==> src/cal_cfg_pkg.sv <==
// constants and types shared by the calibration configuration and status block
package cal_cfg_pkg;
    localparam int          ADDR_W          = 8;
    localparam int          DATA_W          = 8;
    // register offsets
    localparam logic [7:0]  OFS_CFG_ZERO    = 8'h62;
    localparam logic [7:0]  OFS_CFG_ONE     = 8'h65;
    localparam logic [7:0]  OFS_AVG         = 8'h68;
    localparam logic [7:0]  OFS_STATE       = 8'h6a;
    localparam logic [7:0]  OFS_CAL_ENABLE  = 8'h61;
    localparam logic [7:0]  OFS_PIN_CFG     = 8'h6b;
    localparam logic [7:0]  OFS_IRQ_STATUS  = 8'h70;
    localparam logic [7:0]  OFS_IRQ_ENABLE  = 8'h71;
    localparam logic [7:0]  OFS_IRQ_CLEAR   = 8'h72;
    localparam logic [7:0]  OFS_STOP_REQ    = 8'h73;
    // reset values
    localparam logic [7:0]  RST_CFG_ZERO    = 8'h01;
    localparam logic [7:0]  RST_CFG_ONE     = 8'h01;
    localparam logic [7:0]  RST_AVG         = 8'h61;
    localparam logic [7:0]  RST_CAL_ENABLE  = 8'h01;
    localparam logic [7:0]  RST_PIN_CFG     = 8'h00;
    // field positions
    localparam int          BIT_FG          = 0;
    localparam int          BIT_BG          = 1;
    localparam int          BIT_OS          = 2;
    localparam int          BIT_BGOS        = 3;
    localparam int          BIT_OFFSET_REFERENCE_SELECT       = 2;
    localparam int          BIT_DONE        = 0;
    localparam int          BIT_STOPPED     = 1;
    localparam int          POS_STAT        = 2;
    localparam int          POS_LIN_AVG     = 0;
    localparam int          POS_OFFSET_AVERAGING_DEPTH      = 4;
    localparam int          POS_PIN_SEL     = 1;
    // status pin selector codes
    localparam logic [1:0]  PIN_SEL_DONE    = 2'h0;
    localparam logic [1:0]  PIN_SEL_STOPPED = 2'h1;
    localparam logic [1:0]  PIN_SEL_ALARM   = 2'h2;
    // interrupt status bits
    localparam int          IRQ_DONE        = 0;
    localparam int          IRQ_STOPPED     = 1;
    // per-step cycle base of one averaging unit
    localparam logic [15:0] STEP_BASE       = 16'h0010;

    typedef enum logic [2:0] {
        ST_HOLD    = 3'b000,
        ST_CLEAR   = 3'b001,
        ST_FG_LIN  = 3'b010,
        ST_FG_OFS  = 3'b011,
        ST_BG_RUN  = 3'b100,
        ST_STOPPED = 3'b101,
        ST_IDLE    = 3'b110
    } cal_state_t;
endpackage

==> src/adc_calibration_config_status.sv <==
// calibration configuration registers, sequencer and status flags
//
// Functional notes
// - fg select clears values, then runs/skips foreground
// - bg select enables background calibration
// - fg offset cal only with fg select
// - bg offset cal only with bg select
// - offset reference zero targets mid-code
// - offset reference one uses spare converter
// - offset averaging depth, reset six
// - linearity averaging depth, reset one
// - stopped flag set when bg halted
// - stopped flag clears when calibration resumes
// - without bg, stopped set after foreground
// - done flag bit zero after foreground
// - status register read-only, reset value zero
// - enable bit runs or holds calibration
// - status pin select routes flag outputs
`timescale 1ns/100ps
`default_nettype none
module adc_calibration_config_status
    import cal_cfg_pkg::*;
(
    input  wire logic                          ref_clk_i,
    input  wire logic                          reset_n_i,
    input  wire logic [cal_cfg_pkg::ADDR_W-1:0] addr_i,
    input  wire logic [cal_cfg_pkg::DATA_W-1:0] wdata_i,
    input  wire logic                          wr_i,
    input  wire logic                          rd_i,
    input  wire logic                          alarm_i,
    output logic      [cal_cfg_pkg::DATA_W-1:0] rdata_o,
    output logic                               calibration_status_pin_o,
    output logic                               irq_o,
    output logic                               cal_running_o,
    output logic                               offset_reference_select_o,
    output logic      [2:0]                    offset_averaging_depth_o,
    output logic      [2:0]                    linearity_averaging_depth_o
);
    import cal_cfg_pkg::*;

    // software registers
    logic [7:0]  calibration_config_zero_r;
    logic [7:0]  calibration_config_zero_nxt;
    logic [7:0]  calibration_config_one_r;
    logic [7:0]  calibration_config_one_nxt;
    logic [7:0]  calibration_averaging_r;
    logic [7:0]  calibration_averaging_nxt;
    logic [7:0]  cal_enable_r;
    logic [7:0]  cal_enable_nxt;
    logic [7:0]  pin_cfg_r;
    logic [7:0]  pin_cfg_nxt;
    logic [1:0]  irq_enable_r;
    logic [1:0]  irq_enable_nxt;
    logic        stop_req_r;
    logic        stop_req_nxt;

    // sequencer state
    cal_state_t  state_r;
    cal_state_t  state_nxt;
    logic [15:0] step_cnt_r;
    logic [15:0] step_cnt_nxt;
    logic        foreground_complete_flag_r;
    logic        foreground_complete_flag_nxt;
    logic        stopped_flag_r;
    logic        stopped_flag_nxt;
    logic [1:0]  irq_status_r;
    logic [1:0]  irq_status_nxt;
    logic [1:0]  irq_event;
    logic [1:0]  irq_clear;

    // outputs
    logic [7:0]  rdata_r;
    logic [7:0]  rdata_nxt;
    logic        pin_r;
    logic        pin_nxt;
    logic        irq_r;
    logic        irq_nxt;
    logic        running_nxt;
    logic        offset_reference_select_nxt;
    logic [2:0]  os_depth_nxt;
    logic [2:0]  lin_depth_nxt;

    // alarm comes from analog domain
    logic        alarm_meta_r;
    logic        alarm_sync_r;

    // decoded fields and sequencer helpers
    logic        background_cal_enable;
    logic        foreground_cal_select;
    logic        fg_offset_cal_enable;
    logic        bg_offset_cal_enable;
    logic [2:0]  os_depth;
    logic [2:0]  lin_depth;
    // longest pass is two depth-seven routines; 16 bits leave headroom
    logic [15:0] lin_len;
    logic [15:0] ofs_len;
    logic [15:0] bg_pass_len;
    logic        pass_end;
    logic [7:0]  state_rd;
    logic        wr_zero;
    logic        wr_one;
    logic        restart;
    logic [1:0]  pin_sel;

    assign foreground_cal_select = calibration_config_zero_r[BIT_FG];
    assign background_cal_enable = calibration_config_zero_r[BIT_BG];
    // offset routines are gated by their parent mode
    assign fg_offset_cal_enable  = calibration_config_zero_r[BIT_OS] & foreground_cal_select;
    assign bg_offset_cal_enable  = calibration_config_zero_r[BIT_BGOS] & background_cal_enable;
    assign os_depth  = calibration_averaging_r[POS_OFFSET_AVERAGING_DEPTH +: 3];
    assign lin_depth = calibration_averaging_r[POS_LIN_AVG +: 3];
    // averaging depth stretches each routine: base shifted by depth
    assign lin_len = STEP_BASE << lin_depth;
    assign ofs_len = STEP_BASE << os_depth;
    // with bg offset cal enabled, an offset pass rides on the tail of each linearity pass
    assign bg_pass_len = bg_offset_cal_enable ? (lin_len + ofs_len) : lin_len;
    assign pass_end    = step_cnt_r >= bg_pass_len - 16'h0001;
    assign wr_zero = wr_i && (addr_i == OFS_CFG_ZERO);
    assign wr_one  = wr_i && (addr_i == OFS_CFG_ONE);
    // stale flags after a settings change would mislead a polling host
    assign restart = wr_zero || wr_one;
    assign pin_sel = pin_cfg_r[POS_PIN_SEL +: 2];

    // no reset: the pair only carries a level and settles in two cycles
    always_ff @(posedge ref_clk_i) begin
        alarm_meta_r <= alarm_i;
        alarm_sync_r <= alarm_meta_r;
    end

    // register writes
    always_comb begin
        calibration_config_zero_nxt = calibration_config_zero_r;
        calibration_config_one_nxt  = calibration_config_one_r;
        calibration_averaging_nxt   = calibration_averaging_r;
        cal_enable_nxt              = cal_enable_r;
        pin_cfg_nxt                 = pin_cfg_r;
        irq_enable_nxt              = irq_enable_r;
        stop_req_nxt                = stop_req_r;
        if (wr_i) begin
            case (addr_i)
                OFS_CFG_ZERO:   calibration_config_zero_nxt = wdata_i;
                OFS_CFG_ONE:    calibration_config_one_nxt  = wdata_i;
                OFS_AVG:        calibration_averaging_nxt   = wdata_i;
                OFS_CAL_ENABLE: cal_enable_nxt              = wdata_i;
                OFS_PIN_CFG:    pin_cfg_nxt                 = wdata_i;
                OFS_IRQ_ENABLE: irq_enable_nxt              = wdata_i[1:0];
                OFS_STOP_REQ:   stop_req_nxt                = wdata_i[0];
                default: begin
                end
            endcase
        end
    end

    always_ff @(posedge ref_clk_i) begin
        if (!reset_n_i) begin
            calibration_config_zero_r <= RST_CFG_ZERO;
            calibration_config_one_r  <= RST_CFG_ONE;
            calibration_averaging_r   <= RST_AVG;
            cal_enable_r              <= RST_CAL_ENABLE;
            pin_cfg_r                 <= RST_PIN_CFG;
            irq_enable_r              <= 2'h0;
            stop_req_r                <= 1'b0;
        end else begin
            calibration_config_zero_r <= calibration_config_zero_nxt;
            calibration_config_one_r  <= calibration_config_one_nxt;
            calibration_averaging_r   <= calibration_averaging_nxt;
            cal_enable_r              <= cal_enable_nxt;
            pin_cfg_r                 <= pin_cfg_nxt;
            irq_enable_r              <= irq_enable_nxt;
            stop_req_r                <= stop_req_nxt;
        end
    end

    // sequencer: hold while disabled, clear values, foreground, then background
    always_comb begin
        state_nxt                    = state_r;
        step_cnt_nxt                 = step_cnt_r;
        foreground_complete_flag_nxt = foreground_complete_flag_r;
        stopped_flag_nxt             = stopped_flag_r;
        if (!cal_enable_r[0]) begin
            // held in reset; settings may change safely here
            state_nxt                    = ST_HOLD;
            step_cnt_nxt                 = 16'h0000;
            foreground_complete_flag_nxt = 1'b0;
            stopped_flag_nxt             = 1'b0;
        end else begin
            case (state_r)
                ST_HOLD: begin
                    state_nxt                    = ST_CLEAR;
                    foreground_complete_flag_nxt = 1'b0;
                    stopped_flag_nxt             = 1'b0;
                end
                ST_CLEAR: begin
                    // stored values are wiped whether or not foreground runs
                    step_cnt_nxt = 16'h0000;
                    if (foreground_cal_select) begin
                        state_nxt = ST_FG_LIN;
                    end else begin
                        state_nxt                    = background_cal_enable ? ST_BG_RUN : ST_IDLE;
                        foreground_complete_flag_nxt = 1'b1;
                        stopped_flag_nxt             = !background_cal_enable;
                    end
                end
                ST_FG_LIN: begin
                    step_cnt_nxt = step_cnt_r + 16'h0001;
                    if (step_cnt_r >= lin_len - 16'h0001) begin
                        step_cnt_nxt = 16'h0000;
                        if (fg_offset_cal_enable) begin
                            state_nxt = ST_FG_OFS;
                        end else begin
                            state_nxt                    = background_cal_enable ? ST_BG_RUN : ST_IDLE;
                            foreground_complete_flag_nxt = 1'b1;
                            stopped_flag_nxt             = !background_cal_enable;
                        end
                    end
                end
                ST_FG_OFS: begin
                    step_cnt_nxt = step_cnt_r + 16'h0001;
                    if (step_cnt_r >= ofs_len - 16'h0001) begin
                        step_cnt_nxt                 = 16'h0000;
                        state_nxt                    = background_cal_enable ? ST_BG_RUN : ST_IDLE;
                        foreground_complete_flag_nxt = 1'b1;
                        stopped_flag_nxt             = !background_cal_enable;
                    end
                end
                ST_BG_RUN: begin
                    // phase boundary every linearity pass; offset pass added when enabled
                    step_cnt_nxt = step_cnt_r + 16'h0001;
                    if (!background_cal_enable) begin
                        state_nxt        = ST_IDLE;
                        stopped_flag_nxt = 1'b1;
                    end else if (pass_end) begin
                        step_cnt_nxt = 16'h0000;
                        if (stop_req_r) begin
                            state_nxt        = ST_STOPPED;
                            stopped_flag_nxt = 1'b1;
                        end
                    end
                end
                ST_STOPPED: begin
                    if (!stop_req_r || !background_cal_enable) begin
                        state_nxt        = background_cal_enable ? ST_BG_RUN : ST_IDLE;
                        step_cnt_nxt     = 16'h0000;
                        stopped_flag_nxt = !background_cal_enable;
                    end
                end
                ST_IDLE: begin
                    if (background_cal_enable) begin
                        state_nxt        = ST_BG_RUN;
                        step_cnt_nxt     = 16'h0000;
                        stopped_flag_nxt = 1'b0;
                    end
                end
                default: begin
                    state_nxt = ST_HOLD;
                end
            endcase
            // a fresh configuration write restarts the whole sequence
            if (restart) begin
                state_nxt                    = ST_HOLD;
                foreground_complete_flag_nxt = 1'b0;
                stopped_flag_nxt             = 1'b0;
            end
        end
    end

    always_ff @(posedge ref_clk_i) begin
        if (!reset_n_i) begin
            state_r                    <= ST_HOLD;
            step_cnt_r                 <= 16'h0000;
            foreground_complete_flag_r <= 1'b0;
            stopped_flag_r             <= 1'b0;
        end else begin
            state_r                    <= state_nxt;
            step_cnt_r                 <= step_cnt_nxt;
            foreground_complete_flag_r <= foreground_complete_flag_nxt;
            stopped_flag_r             <= stopped_flag_nxt;
        end
    end

    // read path, status pin and interrupt
    always_comb begin
        state_rd                 = 8'h00;
        state_rd[BIT_DONE]       = foreground_complete_flag_r;
        state_rd[BIT_STOPPED]    = stopped_flag_r;
        state_rd[POS_STAT +: 3]  = state_r;
        rdata_nxt = 8'h00;
        if (rd_i) begin
            case (addr_i)
                OFS_CFG_ZERO:   rdata_nxt = calibration_config_zero_r;
                OFS_CFG_ONE:    rdata_nxt = calibration_config_one_r;
                OFS_AVG:        rdata_nxt = calibration_averaging_r;
                OFS_STATE:      rdata_nxt = state_rd;
                OFS_CAL_ENABLE: rdata_nxt = cal_enable_r;
                OFS_PIN_CFG:    rdata_nxt = pin_cfg_r;
                OFS_IRQ_STATUS: rdata_nxt = {6'h00, irq_status_r};
                OFS_IRQ_ENABLE: rdata_nxt = {6'h00, irq_enable_r};
                OFS_STOP_REQ:   rdata_nxt = {7'h00, stop_req_r};
                default:        rdata_nxt = 8'h00;
            endcase
        end
    end

    always_comb begin
        case (pin_sel)
            PIN_SEL_DONE:    pin_nxt = foreground_complete_flag_nxt;
            PIN_SEL_STOPPED: pin_nxt = stopped_flag_nxt;
            PIN_SEL_ALARM:   pin_nxt = alarm_sync_r;
            default:         pin_nxt = 1'b0;
        endcase
        // rising edges of the flags feed the sticky bits
        irq_event              = 2'h0;
        irq_event[IRQ_DONE]    = foreground_complete_flag_nxt && !foreground_complete_flag_r;
        irq_event[IRQ_STOPPED] = stopped_flag_nxt && !stopped_flag_r;
        irq_clear              = 2'h0;
        if (wr_i && addr_i == OFS_IRQ_CLEAR) begin
            irq_clear = wdata_i[1:0];
        end
    end

    // one sticky bit per event; a set beats a same-cycle clear
    for (genvar i = 0; i < 2; i++) begin : g_sticky
        assign irq_status_nxt[i] = irq_event[i] | (irq_status_r[i] & ~irq_clear[i]);
    end
    assign irq_nxt = |(irq_status_nxt & irq_enable_nxt);

    always_ff @(posedge ref_clk_i) begin
        if (!reset_n_i) begin
            rdata_r      <= 8'h00;
            pin_r        <= 1'b0;
            irq_status_r <= 2'h0;
            irq_r        <= 1'b0;
        end else begin
            rdata_r      <= rdata_nxt;
            pin_r        <= pin_nxt;
            irq_status_r <= irq_status_nxt;
            irq_r        <= irq_nxt;
        end
    end

    // configuration fields reach the analog engine straight from registers
    always_comb begin
        // running marks the states in which the analog engine is busy
        running_nxt   = (state_nxt == ST_FG_LIN) || (state_nxt == ST_FG_OFS)
                        || (state_nxt == ST_BG_RUN);
        // 0 = mid-code target, 1 = spare converter; only sane with background on
        offset_reference_select_nxt     = calibration_config_one_nxt[BIT_OFFSET_REFERENCE_SELECT];
        os_depth_nxt  = calibration_averaging_nxt[POS_OFFSET_AVERAGING_DEPTH +: 3];
        lin_depth_nxt = calibration_averaging_nxt[POS_LIN_AVG +: 3];
    end

    always_ff @(posedge ref_clk_i) begin
        if (!reset_n_i) begin
            cal_running_o               <= 1'b0;
            offset_reference_select_o   <= RST_CFG_ONE[BIT_OFFSET_REFERENCE_SELECT];
            offset_averaging_depth_o    <= RST_AVG[POS_OFFSET_AVERAGING_DEPTH +: 3];
            linearity_averaging_depth_o <= RST_AVG[POS_LIN_AVG +: 3];
        end else begin
            cal_running_o               <= running_nxt;
            offset_reference_select_o   <= offset_reference_select_nxt;
            offset_averaging_depth_o    <= os_depth_nxt;
            linearity_averaging_depth_o <= lin_depth_nxt;
        end
    end

    assign rdata_o                  = rdata_r;
    assign calibration_status_pin_o = pin_r;
    assign irq_o                    = irq_r;
endmodule
`default_nettype wire

==> config.mk <==
export PLATFORM = sky130hd
export DESIGN_NAME = adc_calibration_config_status
export DESIGN_NICKNAME = d
export VERILOG_FILES = /design/src/cal_cfg_pkg.sv /design/src/adc_calibration_config_status.sv
export SDC_FILE = /design/constraint.sdc
export NUM_CORES = 1
export LEC_CHECK = 0
export ABC_AREA = 1
export BUFFER_PORTS_ARGS = -buffer_cell sky130_fd_sc_hd__clkbuf_2
export CORE_UTILIZATION = 45
export CTS_CLUSTER_DIAMETER = 30
export DETAILED_ROUTE_END_ITERATION = 12
export SLEW_MARGIN = 20
export SYNTH_ARGS = -nofsm -noshare
export SYNTH_HDL_FRONTEND = slang
export SYNTH_SLANG_ARGS = --single-unit
==> constraint.sdc <==
create_clock -name ref_clk_i -period 5.8 [get_ports ref_clk_i]
set_input_delay 0.29 -clock ref_clk_i [delete_from_list [all_inputs] [get_ports ref_clk_i]]
set_output_delay 0.29 -clock ref_clk_i [all_outputs]
set_load 0.02 [all_outputs]
==> out/results.txt, run 1 <==
Post-Synth Simple-Gate Area: 30.3%
Mux contribution to synthesized area: 0.382%
Gr usage total: 23.7%
F_max: 0.261 GHz
Die Y: 110 um
Synth Register Bits: 79
H-tree levels: 3
Final instance area: 5740 sq um
Status: finished, final reports clean
Port Buf Inserts: 38
GPL Wtd Cong: 0.853
Clock Power Share: 42.5%
Peak supply drop: 0.000140 V
Synth cell types: 48
Num rows: 39
Top post-synthesis cells by area: dfxtp_1, nand2_1, ha_1, inv_1, a21oi_1
Switch Pwr: 343 uW
Grt total ovfl: 0
RSZ-0062 raised after global routing: no
Clock Tree Root: clkbuf_16
Synth Area in XOR/XNOR: 2.68%
Area leader, netlist: dfxtp_1
CP Data Required Time: 6030 ps
Number of antenna violations at the first check in global routing: 0
Postcts setup bufs: 0
Worst-Skew Late Latency: 340 ps
Sw Ratio: 27.7%
WP data arrival: 4060 ps
Power per cell area: 216 nW/um^2
Synth Area per Inst: 6.75 sq um
Reg2reg start: calibration_averaging_r[2]$_SDFFE_PN0P_
Reg2reg setup slack: 1970 ps
Total number of clock tree sinks: 79
PostCTS Resize Cnt: 0
Worst hold margin: 46.1 ps
HP Class: input pin to flop
Setup TNS: 0 ps
Pin count of the biggest net entering global routing: 31
Via count: 4951
Area share of the largest cell type after synthesis: 30.2%
Post-CTS Hold Buffers: 0
Max Slew Vio Count: 0
CP Max Fanout: 9
Die Span X: 110 um
First-pass GRT wire length: 21.5 mm
Area Overhead vs Synth: 9.51%
Nets@finish: 859
Worst-Margin Slew: 856 ps
Max_slew headroom: 42.9%
Max-cap violations: 0
Starting Density: 46.1%
Combinational family with the most area after synthesis: simple AND/OR/NAND/NOR gates
Routed length per instance: 14.2 um
DP Area: 5460 sq um
Pleak: 2.68 nW
Number of I/O pins: 39
Detailed Place HPWL: 10.5 mm
Maximum clock path buffer count: 2
Post-synthesis compound-gate area fraction: 16.5%
CP max-delay cell: dfxtp_1
Synth Area in Adders: 8.36%
CP endpoint kind: flop
DIE AREA: 12100 sq um
CP Launch Type: flop
Post-layout util: 50.4%
Final setup fails: 0
Most common cell after layout, fill and taps aside: nand2_1
Crit share post-route: 66.1%
Number of global-route vias before repair: 4512
Core Region: 11400 sq um
Combinational fraction of design power: 11.8%
Critical path class: flop to flop
Sequential fraction of the synthesis area: 30.2%
Fin. Hold Viols: 0
Post-Synthesis Cell Area: 5240 sq um
Worst Setup SP: calibration_averaging_r[2]$_SDFFE_PN0P_
Int Power: 894 uW
R2R Path End: step_cnt_r[2]$_SDFFE_PN0P_
Worst setup endpoint: step_cnt_r[2]$_SDFFE_PN0P_
Commonest non-fill, non-tap cells in the layout: nand2_1, inv_1, dfxtp_1
DR vias/cell: 5.21
Flop pwr share: 45.7%
Final period demand of the worst path: 3830 ps
DR pass1 iterations: 6
Mapped Cells: 776
Ys Warns: 0
Ratio of cells with drive above 1 in the final layout: 13.6%
Starting DRT DRC Count: 298
WL final: 13.5 mm
N_diodes: 0
CP peak stage delay: 600 ps
Pwr Total: 1.24 mW
R2R depth: 28
TritonCTS Buffers: 9
Detail Route Antenna Nets: 0
Critical path's most frequent cell: nand2_1
Number of remaining DRC errors: 0
Clk slew on worst S/H paths: 60 ps
Clk_skew: 8.56 ps
TritonCTS clock tree: yes
-- cells by family (layout without fill, tap and decap cells) --
kind of cell / count (synthesis) / after routing
compound gates: 156 / 156
xor+xnor: 16 / 16
fa+ha+maj: 35 / 35
buf+inv: 141 / 171
flops: 79 / 79
mux: 2 / 2
other cells: 1 / 2
simple gates: 346 / 346
-- cells in the mapped netlist, drive strengths merged --
| library cell | count |
|---|---|
| a211oi | 3 |
| a21oi | 71 |
| a221oi | 3 |
| a22oi | 1 |
| a31o | 1 |
| a31oi | 4 |
| buf | 17 |
| clkbuf | 6 |
| conb | 1 |
| dfxtp | 79 |
| ha | 35 |
| inv | 118 |
| mux2i | 2 |
| nand2 | 187 |
| nand3 | 45 |
| nand3b | 2 |
| nand4 | 9 |
| nor2 | 86 |
| nor3 | 11 |
| nor3b | 2 |
| o2111ai | 1 |
| o211ai | 5 |
| o21ai | 56 |
| o21bai | 1 |
| o221ai | 2 |
| o22ai | 6 |
| o31ai | 1 |
| o41ai | 1 |
| or2 | 4 |
| xnor2 | 4 |
| xor2 | 12 |
-- final cells by class --
type | instances | area, sq um
fill | 1193 | 5630
sequential | 79 | 1580
multi-input combinational | 557 | 3060
inverter | 118 | 450
clock inverter | 5 | 35.0
clock buffer | 10 | 239
tap | 143 | 179
timing repair buffer | 38 | 190
-- worst min path at each step --
stage / startpoint / endpoint / slack (ps) / depth (start not counted)
2_1_floorplan: alarm_meta_r$_DFF_P_ / alarm_sync_r$_DFF_P_ / 310 / 0
3_3_place_gp: alarm_meta_r$_DFF_P_ / alarm_sync_r$_DFF_P_ / 310 / 0
3_5_place_dp: alarm_meta_r$_DFF_P_ / alarm_sync_r$_DFF_P_ / 310 / 0
4_1_cts: alarm_i / alarm_meta_r$_DFF_P_ / 40 / 1
5_1_grt: alarm_i / alarm_meta_r$_DFF_P_ / 40 / 1
6_report: alarm_i / alarm_meta_r$_DFF_P_ / 50 / 1
-- critical path: cells and delay by family (launching register included) --
| kind | cells | cell delay (ps) |
|---|---|---|
| buffers and inverters | 5 | 330 |
| flip-flops | 1 | 600 |
| AND/OR/NAND/NOR | 16 | 1530 |
| AO/OA/AOI/OAI | 3 | 340 |
| adder cells (fa/ha/maj) | 4 | 930 |
-- flip-flops by register name, indices dropped and copies added (netlist names), 3 cells and up --
name,flops
step_cnt_r,16
calibration_config_zero_r,8
pin_cfg_r,8
calibration_averaging_r,8
state_r,3
cal_enable_r,8
calibration_config_one_r,8
rdata_o,8
-- power by group through the flow --
stage	registers, mW	clock network [mW]	logic, mW
final	0.566	0.526	0.146
after floorplan	0.578	0	0.0999
after global routing	0.566	0.553	0.162
after CTS	0.566	0.533	0.147
after detailed placement	0.578	0	0.146
after global placement	0.577	0	0.145
-- stage by stage --
step	instances	setup WS (ps)
6_report	950	1970
5_1_grt	950	1570
4_1_cts	950	1960
3_5_place_dp	935	1990
3_3_place_gp	935	2120
2_1_floorplan	777	2540
-- layer usage --
metal  track usage [%]  up-vias  wire (um)
met1              28.8     2265       6150
li1                  -     2576          -
met4              9.62        0        277
met2              41.7       89       6680
met5                 0        -          0
met3              3.32       21        411
(Power assumes the default switching activity.)
==> run 2, diff against run 1 <==
Clock period 5.8 ns to 3.65 ns, I/O delays scaled along.
==> run 2 against run 1 <==
Setup slack got worse by 1800 ps. Sequential power grew 58%. Fmax rose by 10%. Via count is 2.7% higher. Clock-buffer cell count did not move. Utilization grew 4.4 points. Global-route usage up 0.36 points.
==> out/results.txt, run 2 (same netlist as run 1, synthesis figures left out) <==
Clk slew on worst S/H paths: 60 ps
CP Launch Type: flop
Fin. Hold Viols: 0
Max-cap violations: 0
Worst-Skew Late Latency: 350 ps
Number of I/O pins: 39
Final setup fails: 0
Peak supply drop: 0.000302 V
WP data arrival: 3720 ps
Number of remaining DRC errors: 0
Core Region: 11400 sq um
GPL Wtd Cong: 0.837
Maximum clock path buffer count: 2
Clock Tree Root: clkbuf_16
Pleak: 2.85 nW
Power per cell area: 343 nW/um^2
Biggest register: step_cnt_r
Die Y: 110 um
Detail Route Antenna Nets: 0
Nets@finish: 884
Crit share post-route: 95.1%
Pwr Total: 2.14 mW
HP Class: input pin to flop
Max Slew Vio Count: 0
Critical path class: flop to flop
Via count: 5083
Final period demand of the worst path: 3470 ps
Port Buf Inserts: 38
N_diodes: 0
DIE AREA: 12100 sq um
Grt total ovfl: 0
Met1 GRT Util: 29.0%
Reg2reg setup slack: 180 ps
CP endpoint kind: flop
TritonCTS clock tree: yes
Clk_skew: 7.55 ps
Starting DRT DRC Count: 410
Met3 Usage GRT: 3.79%
F_max: 0.288 GHz
Max_slew headroom: 44.5%
Gr usage total: 24.0%
RSZ-0062 raised after global routing: yes
Grt met2 use: 42.5%
Setup TNS: 0 ps
Commonest non-fill, non-tap cells in the layout: nand2_1, inv_1, dfxtp_1
Starting Density: 46.1%
WL final: 13.9 mm
Max reg flops: 16
Gr busiest metal: met2
Number of antenna violations at the first check in global routing: 0
Num rows: 39
DR vias/cell: 5.21
Number of fill cells: 1109
Worst-Margin Slew: 832 ps
H-tree levels: 3
First-pass GRT wire length: 22.0 mm
Routed length per instance: 14.2 um
Ratio of cells with drive above 1 in the final layout: 21.0%
Number of global-route vias before repair: 4571
TritonCTS Buffers: 9
Area Overhead vs Synth: 19.1%
Die Span X: 110 um
Pin count of the biggest net entering global routing: 31
Detailed Place HPWL: 10.5 mm
Total number of clock tree sinks: 79
CP Max Fanout: 6
DR pass1 iterations: 7
Most common cell after layout, fill and taps aside: nand2_1
Status: finished, final reports clean
CP Data Required Time: 3900 ps
run 2: worst paths after layout:
kind / from / endpoint / cells after the start
min reg2reg: alarm_meta_r$_DFF_P_ / alarm_sync_r$_DFF_P_ / 0
max reg2reg: calibration_averaging_r[5]$_SDFFE_PN1P_ / irq_o$_SDFF_PN0_ / 27
max: calibration_averaging_r[5]$_SDFFE_PN1P_ / irq_o$_SDFF_PN0_ / 27
min: wdata_i[7] / cal_enable_r[7]$_SDFFE_PN0P_ / 3
run 2: repair_timing:
action | 4_1_cts | 5_1_grt
cloned | 0 | 0
setup buffers | 0 | 13
hold buffers | 1 | 0
setup endpoints to repair | 10 | 21
resized for setup | 2 | 58
pin swaps | 0 | 27
hold endpoints to repair | 1 | 0
run 2: layout make-up:
type / count / area, sq um / area share, %
timing repair buffer: 63 / 398 / 6.38
inverter: 118 / 453 / 7.26
clock buffer: 10 / 239 / 3.83
clock inverter: 6 / 92.6 / 1.48
sequential: 79 / 1600 / 25.7
multi-input combinational: 557 / 3270 / 52.5
tap: 143 / 179 / 2.87
run 2: worst max-delay path, cell delays in order, from the launching register on:
cell	delay [ps]
dfxtp_4	380
nor2_4	150
nand2_4	70
xor2_1	160
ha_2	160
o21bai_4	170
xor2_1	180
nand2_2	110
nand2_4	60
nor2_4	170
nand2_2	90
nor2_4	140
xor2_2	180
ha_1	270
nand2_1	80
nand2_1	50
nand2_1	60
nand2_1	60
a21oi_2	140
nand2_2	90
nand2_2	70
nand2_1	50
nand2_1	50
nand4_1	150
nand3_2	130
nand2_1	60
nand2_1	60
nand2_1	50
run 2: per-stage QoR:
step / util [%] / area (sq um) / hold WS, ps / worst slack (ps) / std cells
after floorplan: - / 5240 / 210 / 389 / 777
after global placement: 48.9 / 5560 / 287 / 71.2 / 946
after detailed placement: 48.9 / 5560 / 290 / -38.0 / 946
after CTS: 51.9 / 5900 / 126 / 50.8 / 963
after global routing: 54.9 / 6240 / 146 / -83.3 / 976
final: 54.9 / 6240 / 136 / 178 / 976
run 2: routing by layer:
metal	vias to the layer above	wire [um]
met2	97	6840
met5	-	0
met3	27	480
met1	2335	6210
met4	0	327
li1	2624	-
run 2: power by group:
| group | total [mW] | leakage, nW | internal, mW | switching (mW) |
|---|---|---|---|---|
| Sequential | 0.895 | 0.640 | 0.877 | 0.0178 |
| Clock | 0.995 | 0.155 | 0.621 | 0.374 |
| Combinational | 0.249 | 2.06 | 0.0789 | 0.171 |
| Total | 2.14 | 2.85 | 1.58 | 0.563 |
==> run 3, diff against run 2 <==
Settings changed: ABC_AREA 1 to default.
==> run 3 against run 2 <==
The run now ends with negative setup slack left. Clock-buffer cell count is 1 lower. Clock skew fell by 1.8 ps. Clock power down 3.8%. Non-clock buffer count increased by 40. Sequential share of layout area shrank 0.68 points. Utilization grew 2.5 points. Die area decreased by 1.2%. First-iteration DRC count shrank 22%. Global-route usage rose by 1.1 points. Synthesized cell count shrank 18%. Critical path type unchanged. Largest cell class unchanged.
==> out/results.txt, run 3 <==
Commonest non-fill, non-tap cells in the layout: dfxtp_1, nand2_1, buf_4
WP data arrival: 4690 ps
Clk slew on worst S/H paths: 60 ps
CP Data Required Time: 3890 ps
DP Area: 5850 sq um
Number of global-route vias before repair: 4762
Top FF cell, synth: dfxtp_1
Ys async rst share: 0%
Final period demand of the worst path: 4450 ps
Maximum clock path buffer count: 2
Starting DRT DRC Count: 318
Number of fill cells: 1020
Synth cell types: 66
Clk_skew: 5.74 ps
Area share of the largest cell type after synthesis: 30.6%
Detail Route Antenna Nets: 0
RSZ-0062 raised after global routing: yes
Final setup fails: 22
Port Buf Inserts: 38
CP max-delay cell: or4b_4
Starting Density: 46.9%
HP Class: input pin to flop
Dpl cells: 836
EDFF count, synth: 0
Detailed Place HPWL: 10.4 mm
Number of remaining DRC errors: 0
Cell with the most instances after synthesis: dfxtp_1
Final instance area: 6330 sq um
R2R depth: 19
Ratio of cells with drive above 1 in the final layout: 23.0%
CP Max Fanout: 6
Max_slew headroom: 43.6%
F_max: 0.225 GHz
Nets@finish: 770
Synth top cells by count: dfxtp_1, nand2_1, nand3_1, nor2_1
Via count: 5039
Grt total ovfl: 0
GPL Wtd Cong: 0.885
TritonCTS Buffers: 9
Status: finished, violations left
Non-filler cells in the finished layout: 858
Die Span X: 109 um
TritonCTS clock tree: yes
Peak supply drop: 0.000242 V
Routed length per instance: 16.7 um
Hold Startpoint: wdata_i[6]
Critical path's most frequent cell: or3b_4
Fin. Hold Viols: 0
Ordered list of cells on the worst path: or3b_4, xnor2_2, ha_2, nand3b_1, mux2i_2, mux2i_1, and2_4, nand3_2, or4b_4, or3b_4, ha_4, nand4_1, nor2_2, a311oi_2, a21oi_2, o21ai_2, o21bai_2, buf_4, nor2_1
Crit share post-route: 122%
Area Overhead vs Synth: 22.3%
DIE AREA: 11900 sq um
Synth Area per Inst: 8.12 sq um
Power per cell area: 321 nW/um^2
Pleak: 2.63 nW
Top post-synthesis cells by area: dfxtp_1, ha_1, mux2i_1, nand2_1, nand3_1
Max-cap violations: 0
Core Region: 11000 sq um
WL final: 14.3 mm
Violated checks: negative setup slack
Pwr Total: 2.03 mW
Reg2reg setup slack: -800 ps
Num rows: 38
Pin count of the biggest net entering global routing: 50
CP endpoint kind: flop
CP peak stage delay: 520 ps
Number of I/O pins: 39
Post-Synthesis Cell Area: 5170 sq um
Number of antenna violations at the first check in global routing: 0
Reg2reg start: calibration_averaging_r[2]$_SDFFE_PN0P_
Mapped Cells: 637
Max Slew Vio Count: 0
Die Y: 109 um
H-tree levels: 3
Max reg flops: 16
R2R Path End: step_cnt_r[4]$_SDFFE_PN0P_
Hold EP: calibration_averaging_r[6]$_SDFFE_PN1P_
Ys Warns: 0
Setup TNS: -16620 ps
Worst-Skew Late Latency: 340 ps
First-pass GRT wire length: 23.2 mm
Most common cell after layout, fill and taps aside: dfxtp_1
Total number of clock tree sinks: 79
Clock Tree Root: clkbuf_16
CP Launch Type: flop
Gr usage total: 25.1%
Synth Register Bits: 79
Area leader, netlist: dfxtp_1
N_diodes: 0
Setup ws final: -798 ps
DR vias/cell: 5.87
Hold Crit Depth: 3
Critical path class: flop to flop
DR pass1 iterations: 7
Worst-Margin Slew: 846 ps
Biggest register: step_cnt_r
Sequential fraction of the synthesis area: 30.6%
-- run 3: changes by cell type in the layout (fill, tap and decap cells not counted), sizes merged, moves of 6 or more --
cell / previous run / this run
o21ai: 56 / 23
nor2b: 0 / 18
a21oi: 71 / 35
nor2: 86 / 47
and3: 0 / 6
a21boi: 0 / 23
a22o: 0 / 9
buf: 23 / 64
nand2: 187 / 67
nor3b: 2 / 10
mux2i: 2 / 27
xnor2: 4 / 12
inv: 119 / 19
a222oi: 0 / 6
-- run 3: layout make-up --
cell class,instances,area (sq um),share of cell area [%]
Clock inverter,6,86.3,1.36
Clock buffer,9,225,3.56
Sequential cell,79,1580,25.0
Inverter,20,75.1,1.19
Multi-Input combinational cell,501,3500,55.3
Tap cell,140,175,2.77
Timing Repair Buffer,103,684,10.8
-- run 3: metrics by stage --
stage / util [%] / hold slack [ps] / worst slack, ps
2_1_floorplan: - / 210 / -614
3_3_place_gp: 53.0 / 289 / -698
3_5_place_dp: 53.0 / 288 / -827
4_1_cts: 56.6 / 133 / -702
5_1_grt: 57.4 / 169 / -1020
6_report: 57.4 / 148 / -798
-- run 3: critical path: cells and delay by family (launching register included) --
family	cells	cell delay, ps
AOI/OAI and AO/OA	4	600
buffers and inverters	1	180
adders and majority gates	2	490
muxes	2	460
DFF	1	320
xor gates and xnor gates	1	150
and+or+nand+nor	9	2150
-- run 3: worst max path at each step --
| stage | start | endpoint | slack, ps | cells after the start |
|---|---|---|---|---|
| 2_1_floorplan | calibration_averaging_r[0]$_SDFFE_PN1P_ | step_cnt_r[8]$_SDFFE_PN0P_ | -610 | 19 |
| 3_3_place_gp | calibration_averaging_r[2]$_SDFFE_PN0P_ | irq_o$_SDFF_PN0_ | -700 | 16 |
| 3_5_place_dp | calibration_averaging_r[4]$_SDFFE_PN0P_ | irq_o$_SDFF_PN0_ | -830 | 16 |
| 4_1_cts | calibration_averaging_r[2]$_SDFFE_PN0P_ | step_cnt_r[13]$_SDFFE_PN0P_ | -700 | 19 |
| 5_1_grt | calibration_averaging_r[2]$_SDFFE_PN0P_ | step_cnt_r[3]$_SDFFE_PN0P_ | -1020 | 19 |
| 6_report | calibration_averaging_r[2]$_SDFFE_PN0P_ | step_cnt_r[4]$_SDFFE_PN0P_ | -800 | 19 |
-- run 3: logic make-up after synthesis --
logic type               synth area share [%]
adder cells (fa/ha/maj)                  8.46
flip-flops                               30.6
AO/OA/AOI/OAI                            20.1
buffers and inverters                    4.81
XOR/XNOR                                 4.23
multiplexers                             5.88
other                                  0.0725
AND/OR/NAND/NOR                          25.9
-- run 3: timing repair --
item,in CTS,in global routing
cloned,0,1
hold buffers,1,0
pin swaps,5,11
hold endpoints to repair,1,0
gates resized for setup,12,14
buffers inserted,2,3
endpoints found under the setup margin,22,22
-- run 3: layer usage --
| metal | GRT usage [%] | up-vias | part of all wire, % |
|---|---|---|---|
| met5 | 0 | - | 0 |
| li1 | - | 2479 | - |
| met2 | 40.6 | 123 | 46 |
| met4 | 6.76 | 0 | 1.0 |
| met1 | 34.6 | 2425 | 49 |
| met3 | 4.00 | 12 | 4.0 |
-- run 3: where the power goes --
part | total (mW) | switching, mW | internal (mW)
clock | 0.957 | 0.364 | 0.593
sequential | 0.893 | 0.0199 | 0.873
combinational | 0.177 | 0.104 | 0.0730
